===== src/hdl/mmu_fault_map.svh =====
`ifndef MMU_FAULT_MAP_SVH
`define MMU_FAULT_MAP_SVH

// Register offsets (byte addresses on the plain register port)
`define REG_MAIN_CONTROL 5'h00
`define REG_DOMAIN_TABLE 5'h04
`define REG_DATA_FAULT_STATUS 5'h08
`define REG_INSTR_FAULT_STATUS 5'h0C
`define REG_FAULT_ADDRESS 5'h10

// Control register field positions
`define CTRL_MMU_EN_BIT 0
`define CTRL_ALIGN_EN_BIT 1
`define CTRL_SYS_PROT_BIT 8
`define CTRL_ROM_PROT_BIT 9

// Reset values
`define CTRL_RESET 32'h0000_0000
`define DOMAIN_TABLE_RESET 32'h0000_0000
`define FAULT_STATUS_RESET 8'h00
`define FAULT_ADDRESS_RESET 32'h0000_0000
`define DOMAIN_INVALID 4'h0

// Fault status codes
`define FS_ALIGN_BASE 4'h1
`define FS_WALK_L1 4'hC
`define FS_WALK_L2 4'hE
`define FS_TRANS_SECTION 4'h5
`define FS_TRANS_PAGE 4'h7
`define FS_DOMAIN_SECTION 4'h9
`define FS_DOMAIN_PAGE 4'hB
`define FS_PERM_SECTION 4'hD
`define FS_PERM_PAGE 4'hF
`define FS_EXT_SECTION 4'h8
`define FS_EXT_PAGE 4'hA

// Descriptor fields
`define DESC_TYPE_LSB 0
`define L1_DOMAIN_LSB 5
`define SECTION_AP_LSB 10
`define L2_AP_LSB 4
`define REGION_LSB 10

`endif


===== src/hdl/mmu_fault_pkg.sv =====
package mmu_fault_pkg;
    // Access width from the load/store unit
    typedef enum logic [1:0] {
        SIZE_BYTE = 2'b00,
        SIZE_HALF = 2'b01,
        SIZE_WORD = 2'b10
    } access_size_t;

    // Descriptor type field, low two bits
    typedef enum logic [1:0] {
        DESC_INVALID = 2'b00,
        DESC_TYPE_01 = 2'b01,
        DESC_TYPE_10 = 2'b10,
        DESC_TYPE_11 = 2'b11
    } desc_type_t;

    // Multi-word transfer tracking
    typedef enum logic [1:0] {
        XFER_IDLE = 2'b00,
        XFER_BUSY = 2'b01
    } xfer_state_t;
endpackage


===== src/hdl/mmu_fault_check.sv =====
// The address-and-strobe port and the register offsets are this design's own decisions.
`timescale 1ns/1ns
`include "mmu_fault_map.svh"

// Notes on behaviour
// - Alignment, translation, domain or permission faults abort the access.
// - External aborts only for walks, noncached reads, nonbuffered writes, swaps.
// - Alignment check follows its enable alone, translation on or off.
// - Translation, domain, permission faults need translation enabled.
// - A violating access never reaches the bus.
// - Data abort records code, domain and fault address.
// - Prefetch abort records instruction status; fault address unchanged.
// - Only the highest-priority simultaneous fault is recorded.
// - Alignment codes 0001 or 0011, domain invalid.
// - Walk abort codes 1100 first level, 1110 second level with domain.
// - Domain may be invalid before a descriptor domain is fetched.
// - Masked faults dropped; a retry after the fix reports them.
// - Checked multi-word faults record the first aborted word.
// - External multi-word aborts: last address before 1KB boundary, else final.
// - Domain table: sixteen two-bit fields in 32 bits.
// - Domain codes 00 and 10 always fault.
// - Client 01 checks permissions; manager 11 skips them.
// - Permission 00 follows system and ROM bits.
// - Misaligned words, halfwords fault; bytes and fetches never.
// - Alignment fault aborts without other checks.
// - Instruction status also written by prefetch maintenance.
// - First-level domain field selects a domain table field.
// - Descriptor type 00 raises a translation fault.
// - Small page permission chosen by accessed 1 KB quarter.
module mmu_fault_check (
    input wire logic clk_i,
    input wire logic reset_i,
    // Register port
    input wire logic [4:0] reg_addr_i,
    input wire logic [31:0] reg_wdata_i,
    input wire logic reg_write_i,
    input wire logic reg_read_i,
    output logic [31:0] reg_rdata_o,
    // Access from the core
    input wire logic acc_valid_i,
    input wire logic acc_data_i,
    input wire logic acc_write_i,
    input wire logic acc_priv_i,
    input wire mmu_fault_pkg::access_size_t acc_size_i,
    input wire logic [31:0] modified_virtual_address_i,
    input wire logic acc_first_i,
    input wire logic acc_last_i,
    input wire logic acc_noncached_i,
    input wire logic acc_nonbuffered_i,
    input wire logic swap_lock_sequence_i,
    // Descriptors from the walk
    input wire logic [31:0] l1_desc_i,
    input wire logic [31:0] l2_desc_i,
    // External aborts from the system bus
    input wire logic ext_abort_i,
    input wire logic walk_abort_i,
    input wire logic walk_abort_level2_i,
    // Results
    output logic bus_req_o,
    output logic data_abort_o,
    output logic prefetch_abort_o
);
    import mmu_fault_pkg::*;

    logic [31:0] main_control_reg_q;
    logic [31:0] domain_table_reg_q;
    logic [7:0] data_status_q;
    logic [7:0] instr_status_q;
    logic [31:0] fault_address_reg_q;
    logic [31:0] rdata_q;
    logic bus_req_q;
    logic data_abort_q;
    logic prefetch_abort_q;
    xfer_state_t xfer_q;
    logic fault_seen_q;
    logic ext_pending_q;
    logic ext_early_q;
    logic [21:0] region_q;
    logic [31:0] last_before_q;

    logic mmu_en;
    logic align_en;
    logic [1:0] l1_type;
    logic [1:0] l2_type;
    logic is_section;
    logic [3:0] l1_domain;
    logic [1:0] dom_code;
    logic [1:0] access_permission_bits;
    logic perm_ok;
    logic align_fault;
    logic walk_fault;
    logic trans_fault;
    logic dom_fault;
    logic perm_fault;
    logic ext_ok;
    logic ext_fault;
    logic check_fault;
    logic any_fault;
    logic [3:0] code_d;
    logic [3:0] domain_d;
    logic prior_fault;
    logic in_first_region;
    logic [31:0] last_before_d;
    logic ext_early_d;

    assign mmu_en = main_control_reg_q[`CTRL_MMU_EN_BIT];
    assign align_en = main_control_reg_q[`CTRL_ALIGN_EN_BIT];
    assign l1_type = l1_desc_i[`DESC_TYPE_LSB +: 2];
    assign l2_type = l2_desc_i[`DESC_TYPE_LSB +: 2];
    assign is_section = (l1_type == DESC_TYPE_10);
    assign l1_domain = l1_desc_i[`L1_DOMAIN_LSB +: 4];

    assign dom_code = domain_table_reg_q[{l1_domain, 1'b0} +: 2];

    // Pick the permission field: section, subpage quarter, or tiny page
    always_comb begin
        access_permission_bits = 2'b00;
        if (is_section) begin
            access_permission_bits = l1_desc_i[`SECTION_AP_LSB +: 2];
        end else begin
            case (l2_type)
                // Large page quarters are 16 KB each
                DESC_TYPE_01: access_permission_bits =
                    l2_desc_i[(`L2_AP_LSB + {modified_virtual_address_i[15:14], 1'b0}) +: 2];
                DESC_TYPE_10: access_permission_bits =
                    l2_desc_i[(`L2_AP_LSB + {modified_virtual_address_i[11:10], 1'b0}) +: 2];
                DESC_TYPE_11: access_permission_bits = l2_desc_i[`L2_AP_LSB +: 2];
                default: access_permission_bits = 2'b00;
            endcase
        end
    end

    // Decode permission bits against privilege, direction and protection bits
    always_comb begin
        perm_ok = 1'b0;
        case (access_permission_bits)
            2'b00: perm_ok = (main_control_reg_q[`CTRL_SYS_PROT_BIT] ^ main_control_reg_q[`CTRL_ROM_PROT_BIT])
                             && !acc_write_i;
            2'b01: perm_ok = acc_priv_i;
            2'b10: perm_ok = acc_priv_i || !acc_write_i;
            2'b11: perm_ok = 1'b1;
            default: perm_ok = 1'b0;
        endcase
    end

    // only the alignment enable and the data-access flag gate it
    assign align_fault = align_en && acc_data_i &&
        (((acc_size_i == SIZE_WORD) && (modified_virtual_address_i[1:0] != 2'b00)) ||
         ((acc_size_i == SIZE_HALF) && modified_virtual_address_i[0]));

    assign walk_fault = mmu_en && walk_abort_i;
    assign trans_fault = mmu_en && ((l1_type == DESC_INVALID) || (!is_section && (l2_type == DESC_INVALID)));
    assign dom_fault = mmu_en && ((dom_code == 2'b00) || (dom_code == 2'b10));
    assign perm_fault = mmu_en && (dom_code == 2'b01) && !perm_ok;

    // only bus-synchronous access kinds take an external abort
    assign ext_ok = (acc_noncached_i && !acc_write_i) || (acc_nonbuffered_i && acc_write_i) || swap_lock_sequence_i;
    assign ext_fault = ext_abort_i && ext_ok;
    assign check_fault = align_fault || walk_fault || trans_fault || dom_fault || perm_fault;
    assign any_fault = check_fault || ext_fault;

    // Priority encoder; lower sources are simply not looked at once a higher one fires
    always_comb begin
        code_d = `FS_EXT_SECTION;
        domain_d = `DOMAIN_INVALID;
        if (align_fault) begin
            code_d = `FS_ALIGN_BASE | {2'b00, modified_virtual_address_i[1], 1'b0};
            domain_d = `DOMAIN_INVALID;
        end else if (walk_fault) begin
            code_d = walk_abort_level2_i ? `FS_WALK_L2 : `FS_WALK_L1;
            domain_d = walk_abort_level2_i ? l1_domain : `DOMAIN_INVALID;
        end else if (trans_fault) begin
            code_d = (l1_type == DESC_INVALID) ? `FS_TRANS_SECTION : `FS_TRANS_PAGE;
            domain_d = (l1_type == DESC_INVALID) ? `DOMAIN_INVALID : l1_domain;
        end else if (dom_fault) begin
            code_d = is_section ? `FS_DOMAIN_SECTION : `FS_DOMAIN_PAGE;
            domain_d = l1_domain;
        end else if (perm_fault) begin
            code_d = is_section ? `FS_PERM_SECTION : `FS_PERM_PAGE;
            domain_d = l1_domain;
        end else begin
            // External aborts outside translation fall back to the section code
            code_d = (mmu_en && !is_section) ? `FS_EXT_PAGE : `FS_EXT_SECTION;
            domain_d = mmu_en ? l1_domain : `DOMAIN_INVALID;
        end
    end

    // Tracking of the first 1 KB region of a multi-word transfer
    assign prior_fault = !acc_first_i && fault_seen_q;
    assign in_first_region = acc_first_i || (modified_virtual_address_i[31:`REGION_LSB] == region_q);
    assign last_before_d = in_first_region ? modified_virtual_address_i : last_before_q;
    assign ext_early_d = (acc_first_i ? 1'b0 : ext_early_q) ||
                         (ext_fault && !check_fault && in_first_region && !(prior_fault && ext_pending_q));

    // suppress the bus transfer of a violating access
    always_ff @(posedge clk_i) begin
        if (reset_i) begin
            bus_req_q <= 1'b0;
        end else begin
            bus_req_q <= acc_valid_i && !check_fault;
        end
    end

    // abort the access to the core
    always_ff @(posedge clk_i) begin
        if (reset_i) begin
            data_abort_q <= 1'b0;
            prefetch_abort_q <= 1'b0;
        end else begin
            data_abort_q <= acc_valid_i && acc_data_i && any_fault;
            prefetch_abort_q <= acc_valid_i && !acc_data_i && any_fault;
        end
    end

    // Transfer state; a single-word access has both first and last set
    always_ff @(posedge clk_i) begin
        if (reset_i) begin
            xfer_q <= XFER_IDLE;
            fault_seen_q <= 1'b0;
            ext_pending_q <= 1'b0;
            ext_early_q <= 1'b0;
            region_q <= 22'h000000;
            last_before_q <= 32'h0000_0000;
        end else if (acc_valid_i) begin
            case (xfer_q)
                XFER_IDLE, XFER_BUSY: begin
                    xfer_q <= acc_last_i ? XFER_IDLE : XFER_BUSY;
                    fault_seen_q <= prior_fault || any_fault;
                    ext_pending_q <= (!acc_first_i && ext_pending_q) || (ext_fault && !check_fault && !prior_fault);
                    ext_early_q <= ext_early_d;
                    last_before_q <= last_before_d;
                    if (acc_first_i) begin
                        region_q <= modified_virtual_address_i[31:`REGION_LSB];
                    end
                end
                default: begin
                    xfer_q <= XFER_IDLE;
                end
            endcase
        end
    end

    // data status capture; a hardware capture wins over a software write
    always_ff @(posedge clk_i) begin
        if (reset_i) begin
            data_status_q <= `FAULT_STATUS_RESET;
        end else if (acc_valid_i && acc_data_i && any_fault && !prior_fault) begin
            data_status_q <= {domain_d, code_d};
        end else if (reg_write_i && (reg_addr_i == `REG_DATA_FAULT_STATUS)) begin
            data_status_q <= reg_wdata_i[7:0];
        end
    end

    // prefetch abort writes instruction status only
    always_ff @(posedge clk_i) begin
        if (reset_i) begin
            instr_status_q <= `FAULT_STATUS_RESET;
        end else if (acc_valid_i && !acc_data_i && any_fault && !prior_fault) begin
            instr_status_q <= {domain_d, code_d};
        end else if (reg_write_i && (reg_addr_i == `REG_INSTR_FAULT_STATUS)) begin
            instr_status_q <= reg_wdata_i[7:0];
        end
    end

    // Fault address: first aborted word, or end-of-transfer choice for external aborts
    always_ff @(posedge clk_i) begin
        if (reset_i) begin
            fault_address_reg_q <= `FAULT_ADDRESS_RESET;
        end else if (acc_valid_i && acc_data_i && check_fault && !prior_fault) begin
            fault_address_reg_q <= modified_virtual_address_i;
        end else if (acc_valid_i && acc_data_i && acc_last_i &&
                     ((!acc_first_i && ext_pending_q) || (ext_fault && !check_fault && !prior_fault))) begin
            fault_address_reg_q <= ext_early_d ? last_before_d : modified_virtual_address_i;
        end else if (reg_write_i && (reg_addr_i == `REG_FAULT_ADDRESS)) begin
            fault_address_reg_q <= reg_wdata_i;
        end
    end

    // Control and domain table, software owned
    always_ff @(posedge clk_i) begin
        if (reset_i) begin
            main_control_reg_q <= `CTRL_RESET;
            domain_table_reg_q <= `DOMAIN_TABLE_RESET;
        end else if (reg_write_i) begin
            if (reg_addr_i == `REG_MAIN_CONTROL) begin
                main_control_reg_q <= reg_wdata_i;
            end
            if (reg_addr_i == `REG_DOMAIN_TABLE) begin
                domain_table_reg_q <= reg_wdata_i;
            end
        end
    end

    // Read data one cycle after the strobe; unmapped addresses read zero
    always_ff @(posedge clk_i) begin
        if (reset_i) begin
            rdata_q <= 32'h0000_0000;
        end else if (reg_read_i) begin
            case (reg_addr_i)
                `REG_MAIN_CONTROL: rdata_q <= main_control_reg_q;
                `REG_DOMAIN_TABLE: rdata_q <= domain_table_reg_q;
                `REG_DATA_FAULT_STATUS: rdata_q <= {24'h000000, data_status_q};
                `REG_INSTR_FAULT_STATUS: rdata_q <= {24'h000000, instr_status_q};
                `REG_FAULT_ADDRESS: rdata_q <= fault_address_reg_q;
                default: rdata_q <= 32'h0000_0000;
            endcase
        end else begin
            rdata_q <= 32'h0000_0000;
        end
    end

    assign reg_rdata_o = rdata_q;
    assign bus_req_o = bus_req_q;
    assign data_abort_o = data_abort_q;
    assign prefetch_abort_o = prefetch_abort_q;
endmodule


===== config.mk =====
export PLATFORM = sky130hd
export DESIGN_NAME = mmu_fault_check
export DESIGN_NICKNAME = d
export VERILOG_FILES = /design/src/hdl/mmu_fault_pkg.sv /design/src/hdl/mmu_fault_check.sv
export VERILOG_INCLUDE_DIRS = /design/src /design/src/hdl
export SDC_FILE = /design/constraint.sdc
export NUM_CORES = 1
export LEC_CHECK = 0
export CORE_UTILIZATION = 60
export CTS_CLUSTER_SIZE = 16
export DETAILED_ROUTE_END_ITERATION = 10
export DONT_BUFFER_PORTS = 1
export PLACE_DENSITY_LB_ADDON = 0.1
export REMOVE_ABC_BUFFERS = 1
export SLEW_MARGIN = 20
export SYNTH_ARGS = -nofsm -noshare
export SYNTH_HDL_FRONTEND = slang
export SYNTH_SLANG_ARGS = --single-unit

===== constraint.sdc =====
create_clock -name clk_i -period 5.91 [get_ports clk_i]
set_input_delay 0.591 -clock clk_i [delete_from_list [all_inputs] [get_ports clk_i]]
set_output_delay 0.591 -clock clk_i [all_outputs]
set_load 0.02 [all_outputs]

==> impl_metrics.toml, run 1 <==
[drt]
top_layer = "met4"
met3_length_um = 2140
first_pass_iters = 5
vias = 8767
ant_nets = 0
viasPerCell = 6.34
first_iter_violations = 807
finalWirelength_um = 28500
wl_met1_um = 12500
drt-wirelength-per-cell_um = 20.6
met2_wirelength_um = 13100
drc_errors = 0

[place]
dpl.cell_count = 1341
hpwl_um = 16700
port_buffers = 0
gp_congestion = 0.850
dpl-instance-area_um2 = 9920

[synth]
yosysWarnings = 0
async_reset_ff_frac = 0
synth_compound_area_frac = 0.169
synth_seq_cells = 204
synthSimpleGateAreaFrac = 0.221
syn_avg_cell_area_um2 = 8.22
yosysUniqueCellTypes = 61
ys_seq_area_frac = 0.410
synth-edff-count = 0
synth_flop_cell = "dfxtp_1"
syn_inst = 1210
synth-xor-area-share = 0.0211
synth_area_um2 = 9950
synth_fa_ha_area_frac = 0.00503
synth_top_family_by_area = "simple AND/OR/NAND/NOR gates"
synth.area.mux_share = 0.129

[cts]
hold_buffers = 0
cts.path.max_buffers = 3
cts_max_level = 1
cts_tree = "done"
post_cts_buffers = 0
cts_made_buffers = 23
cts_resized = 0
cts_root_buf = "clkbuf_16"
clk_pin_slew_worst_paths_ns = 0.06
cts_sinks = 204
clk_latency_ns = 0.51

[layout]
n_antenna_cell = 0
fin_nets = 1305
drive_above_1_share = 0.114
syn_to_final_growth_pct = 6.83
stdcell_count = 1382
design_area_um2 = 10600
finish.utilization = 0.662

[sta]
setup_viol = 0
tightestPinTransition_ns = 1.07
slew_viol_final = 0
finalSetupTns_ns = 0
clock_skew_ns = 0.0112
period_share = 0.655
slew_headroom = 0.279
max_freq_ghz = 0.258
rsz0062_at_grt = "no"
min_period_ns = 3.87
hold_violations = 0

[pwr]
leakagePower_nw = 3.68
power_density_nw_per_um2 = 279
vdd_drop_max_mv = 0.225
total_power_mw = 2.96

[grt]
grt_pass1_vias = 8158
overflow = 0
grt_first_pass_wirelength_um = 43900
antenna_found_initial = 0
grt_max_degree = 173
grt_use_total = 0.332

[critical_path]
critPathMaxFanout = 41
cp-start-kind = "flop"
cp_slowest_cell = "and2_2"
r2r-end = "fault_address_reg_q[10]"
crit_family = "simple AND/OR/NAND/NOR gates"
slowest_delay_ns = 0.82
arrival_ns = 4.26
path_class = "reg -> reg"
end_kind = "flop"
r2r_setup_slack_ns = 2.04
reg2regPathDepth = 10
r2r_start = "domain_table_reg_q[28]"
crit_chain = "nand2b_1, mux4_2, a22o_1, nor4b_2, a21bo_2, o211ai_4, and2_2, buf_4, a211o_1, a31oi_1"
path_buf_inv = 1
worstPathRequired_ns = 6.30

[hold_path]
min-delay-start = "reset_i"
whs_path_depth = 1
hold_path_end = "main_control_reg_q[28]"
hold_path_class = "in -> reg"

[status]
status = "complete, no violations"

[die]
pin_count = 186
die_x_um = 131
start_util = 0.620
coreArea_um2 = 16100
die_h_um = 131
placementRows = 46
dieArea_um2 = 17100

[job]
cap_violations = 0
## cell usage in the layout (no fill, tap or decap), types with 3 or more instances in the layout
| cell | netlist | layout |
|---|---|---|
| or4_1 | 3 | 3 |
| a31o_2 | 3 | 3 |
| mux2i_1 | 39 | 39 |
| a222oi_1 | 8 | 8 |
| dfxtp_1 | 204 | 204 |
| xnor2_1 | 19 | 19 |
| and2_1 | 6 | 4 |
| and3_1 | 8 | 8 |
| clkbuf_1 | 84 | 11 |
| nand2b_1 | 12 | 11 |
| nor4bb_1 | 4 | 4 |
| a31oi_1 | 33 | 33 |
| inv_1 | 9 | 9 |
| nand3_1 | 46 | 46 |
| a211oi_1 | 8 | 8 |
| clkbuf_16 | 0 | 23 |
| clkbuf_8 | 0 | 3 |
| a22oi_1 | 25 | 25 |
| nor3_1 | 5 | 5 |
| o211ai_1 | 3 | 3 |
| o21ai_0 | 12 | 12 |
| mux2_1 | 3 | 3 |
| buf_4 | 3 | 12 |
| mux4_2 | 6 | 6 |
| nand4_1 | 4 | 4 |
| nor3b_1 | 3 | 3 |
| a211o_1 | 31 | 31 |
| nor2b_1 | 9 | 9 |
| nor2_1 | 79 | 77 |
| ha_1 | 4 | 4 |
| nor4b_1 | 3 | 3 |
| xor2_1 | 5 | 5 |
| a311oi_1 | 3 | 3 |
| nor4_1 | 5 | 4 |
| mux2_2 | 64 | 64 |
| nand2_1 | 309 | 308 |
| o32ai_1 | 3 | 3 |
| a21oi_1 | 103 | 103 |
## per-stage QoR
step	setup slack (ns)	hold slack, ns
finish	2.04	0.156
global route	1.88	0.147
CTS	2.05	0.144
detailed placement	1.69	0.439
global placement	1.73	0.435
floorplan	0.623	0.426
## worst register-to-register path: cells and delay by family (launching register included)
family                 cells  cell delay, ns
and+or+nand+nor            3            1.24
AOI/OAI and AO/OA          5            1.11
muxes                      1            0.51
buffers and inverters      1            0.46
DFF                        1            0.42
## synth_stat cells (4+ instances only)
master / number / area share
clkbuf_1: 84 / 0.032
buf_2: 7 / 0.0035
nand3_1: 46 / 0.023
nand2_1: 309 / 0.12
nor2_1: 79 / 0.030
a22oi_1: 25 / 0.019
nand4_1: 4 / 0.0025
nor4_1: 5 / 0.0031
ha_1: 4 / 0.0050
nor4bb_1: 4 / 0.0040
nor3_1: 5 / 0.0025
and3_1: 8 / 0.0050
xor2_1: 5 / 0.0044
nor2b_1: 9 / 0.0057
a222oi_1: 8 / 0.0080
a31oi_1: 33 / 0.021
dfxtp_1: 204 / 0.41
mux2_2: 64 / 0.072
mux4_2: 6 / 0.014
inv_1: 9 / 0.0034
a211o_1: 31 / 0.027
mux2i_1: 39 / 0.039
and2_1: 6 / 0.0038
a211oi_1: 8 / 0.0060
a21oi_1: 103 / 0.052
nand2b_1: 12 / 0.0075
xnor2_1: 19 / 0.017
o21ai_0: 12 / 0.0060
## worst max-delay path by stage
stage | start | to | slack (ns) | depth (start not counted)
6_report | domain_table_reg_q[28] | fault_address_reg_q[10] | 2.04 | 10
5_1_grt | domain_table_reg_q[28] | fault_address_reg_q[24] | 1.88 | 10
4_1_cts | domain_table_reg_q[28] | fault_address_reg_q[10] | 2.05 | 10
3_5_place_dp | l2_desc_i[0] | fault_address_reg_q[12] | 1.69 | 12
3_3_place_gp | l2_desc_i[0] | fault_address_reg_q[29] | 1.73 | 12
2_1_floorplan | reg_addr_i[0] | fault_address_reg_q[30] | 0.62 | 4
## per-layer routing
metal,vias to the layer above,GRT usage
met3,67,0.0651
met4,0,0.109
met5,-,0
li1,4110,-
met2,366,0.542
met1,4224,0.441
## sequential cells by signal, summed over array words and instances, names as in the netlist
register             count
last_before_q           32
data_abort_o             1
fault_address_reg_q     32
bus_req_o                1
ext_early_q              1
data_status_q            8
instr_status_q           8
prefetch_abort_o         1
ext_pending_q            1
fault_seen_q             1
region_q                22
domain_table_reg_q      32
reg_rdata_o             32
main_control_reg_q      32
## cell families (layout without fill, tap and decap cells)
| kind of cell | count (synthesis) | count (layout) |
|---|---|---|
| DFF | 204 | 204 |
| AOI/OAI and AO/OA | 252 | 252 |
| adders and majority gates | 4 | 4 |
| buffers and inverters | 106 | 62 |
| xor gates and xnor gates | 24 | 24 |
| muxes | 112 | 112 |
| and+or+nand+nor | 508 | 508 |
## where the power goes
part / switching [mW] / internal [mW]
Combinational: 0.0908 / 0.0868
Sequential: 0.0189 / 1.41
Clock: 0.555 / 0.803
## area by class of cell
| class | instances | area (um2) |
|---|---|---|
| Clock buffer | 37 | 658 |
| Clock inverter | 4 | 48.8 |
| Fill cell | 1379 | 5430 |
| Inverter | 9 | 33.8 |
| Multi-Input combinational cell | 900 | 5450 |
| Sequential cell | 204 | 4080 |
| Tap cell | 216 | 270 |
| Timing Repair Buffer | 12 | 90.1 |
Power figures use the tool's default switching activity.
==> run 2, diff against run 1 <==
--- a/config.mk
+++ b/config.mk
@@ -6,7 +6,7 @@
 export SDC_FILE = /design/constraint.sdc
 export NUM_CORES = 1
 export LEC_CHECK = 0
-export CORE_UTILIZATION = 60
+export CORE_UTILIZATION = 58
 export CTS_CLUSTER_SIZE = 16
 export DETAILED_ROUTE_END_ITERATION = 10
 export DONT_BUFFER_PORTS = 1
==> constraint.sdc (replaced) <==
create_clock -name clk_i -period 3.24 [get_ports clk_i]
set_input_delay 0.324 -clock clk_i [delete_from_list [all_inputs] [get_ports clk_i]]
set_output_delay 0.324 -clock clk_i [all_outputs]
set_load 0.02 [all_outputs]
==> run 2 against run 1 <==
Against the previous run:
- critical path depth grew 1
- critical endpoint is now instr_status_q[6]
- clock-buffer cell count shrank 4
- register-to-register slack worse by 2.0 ns
==> impl_metrics.toml, run 2 (synthesis gave the netlist of run 1 again) <==
[layout]
n_antenna_cell = 0
finish.utilization = 0.691
syn_to_final_growth_pct = 15.6
drive_above_1_share = 0.118
fin_nets = 1396
layout_commonest_cell = "nand2_1"
layout_common_cells = "nand2_1 (309), dfxtp_1 (204), a21oi_1 (103), nor2_1 (77), dlygate4sd3_1 (74)"

[pwr]
p_comb_frac = 0.088
clkPwrFrac = 0.428
p_sw_frac = 0.241
p_sw_mw = 1.30
total_power_mw = 5.38
power_density_nw_per_um2 = 468
pwr-share-seq = 0.484
leakagePower_nw = 4.07
vdd_drop_max_mv = 0.395
cell_internal_pwr_mw = 4.09

[drt]
drc_errors = 0
vias = 9147
viasPerCell = 6.20
drt-wirelength-per-cell_um = 20.6
ant_nets = 0
first_pass_iters = 6
first_iter_violations = 858
finalWirelength_um = 30500

[critical_path]
path_buf_inv = 3
critPathMaxFanout = 11
cp_slowest_cell = "mux4_2"
r2r_setup_slack_ns = 0.09
worstPathRequired_ns = 3.58
crit_chain = "nand2b_1, mux4_2, a22o_1, a2111oi_0, nand3_1, o211ai_4, buf_4, o211ai_1, buf_4, inv_1, a211oi_1"
slowest_delay_ns = 0.51
path_common_cell = "buf_4"
crit_family = "compound AO/OA/AOI/OAI gates"
arrival_ns = 3.49
path_class = "reg -> reg"
end_kind = "flop"
r2r-end = "instr_status_q[6]"
cp-start-kind = "flop"
reg2regPathDepth = 11
r2r_start = "domain_table_reg_q[30]"

[sta]
rsz0062_at_grt = "no"
clock_skew_ns = 0.0232
max_freq_ghz = 0.317
min_period_ns = 3.15
period_share = 0.973
slew_viol_final = 0
hold_violations = 0
slew_headroom = 0.326
holdWs_ns = 0.0132
finalSetupTns_ns = 0
tightestPinTransition_ns = 1.01
setup_viol = 0

[die]
die_x_um = 133
start_util = 0.598
dieArea_um2 = 17700
placementRows = 47
die_h_um = 133
pin_count = 186
coreArea_um2 = 16600

[cts]
cts_tree = "done"
cts_root_buf = "clkbuf_16"
post_cts_buffers = 0
cts_resized = 0
cts_max_level = 1
clk_pin_slew_worst_paths_ns = 0.06
hold_buffers = 75
cts.path.max_buffers = 3
cts_sinks = 204
clk_latency_ns = 0.52
cts_made_buffers = 22

[status]
status = "complete, no violations"

[hold_path]
min-delay-start = "reg_write_i"
hold_path_class = "in -> reg"
whs_path_depth = 2
hold_path_end = "data_status_q[1]"

[place]
hpwl_um = 17700
port_buffers = 0
gp_congestion = 0.843

[grt]
grt_pass1_vias = 9057
overflow = 0
antenna_found_initial = 0
grt_use_total = 0.345
grt_max_degree = 168
grt_first_pass_wirelength_um = 48300

[job]
cap_violations = 0
-- run 2: cell count changes in the layout (fill, tap and decap cells not counted), moves of 2 or more --
| cell | before | now |
|---|---|---|
| buf_4 | 12 | 26 |
| clkinv_2 | 2 | 5 |
| buf_12 | 0 | 3 |
| dlygate4sd3_1 | 0 | 74 |
| clkbuf_8 | 3 | 1 |
-- run 2: final cells by class --
type,count,area (um2)
clock buffers,33,602
clock inverters,6,41.3
fillers,1344,5140
inverters,9,33.8
multi-input cells,900,5440
flip-flops and latches,204,4080
well taps,220,275
repair buffers,104,1020
-- run 2: layer usage --
metal	vias to the layer above	share of wire	global-route usage
met4	0	0.036	0.133
met2	419	0.47	0.571
met5	-	0	0
met1	4365	0.41	0.445
li1	4276	-	-
met3	87	0.080	0.0617
-- run 2: worst max path at each step --
stage | startpoint | endpoint | slack (ns) | depth (start not counted)
floorplan | reg_addr_i[0] | fault_address_reg_q[30] | -1.78 | 4
finish | domain_table_reg_q[30] | instr_status_q[6] | 0.09 | 11
global route | domain_table_reg_q[30] | instr_status_q[6] | 0.01 | 11
detailed placement | l2_desc_i[0] | fault_address_reg_q[30] | 0.05 | 12
global placement | l2_desc_i[0] | fault_address_reg_q[30] | 0.1 | 12
CTS | domain_table_reg_q[26] | instr_status_q[6] | 0.10 | 11
-- run 2: power by group through the flow --
stage	Sequential, mW	Clock (mW)	Combinational, mW
5_1_grt	2.61	2.43	0.511
3_3_place_gp	2.66	0	0.322
3_5_place_dp	2.66	0	0.327
4_1_cts	2.60	2.31	0.466
6_report	2.61	2.31	0.474
2_1_floorplan	2.65	0	0.259
-- run 2: per-stage QoR --
step                      area, um2  setup slack (ns)  std cells
after global placement        10100            0.0968       1362
after detailed placement      10100            0.0491       1362
after CTS                     11500             0.102       1476
final                         11500            0.0885       1476
after global routing          11500            0.0137       1476
after floorplan                9540             -1.78       1113
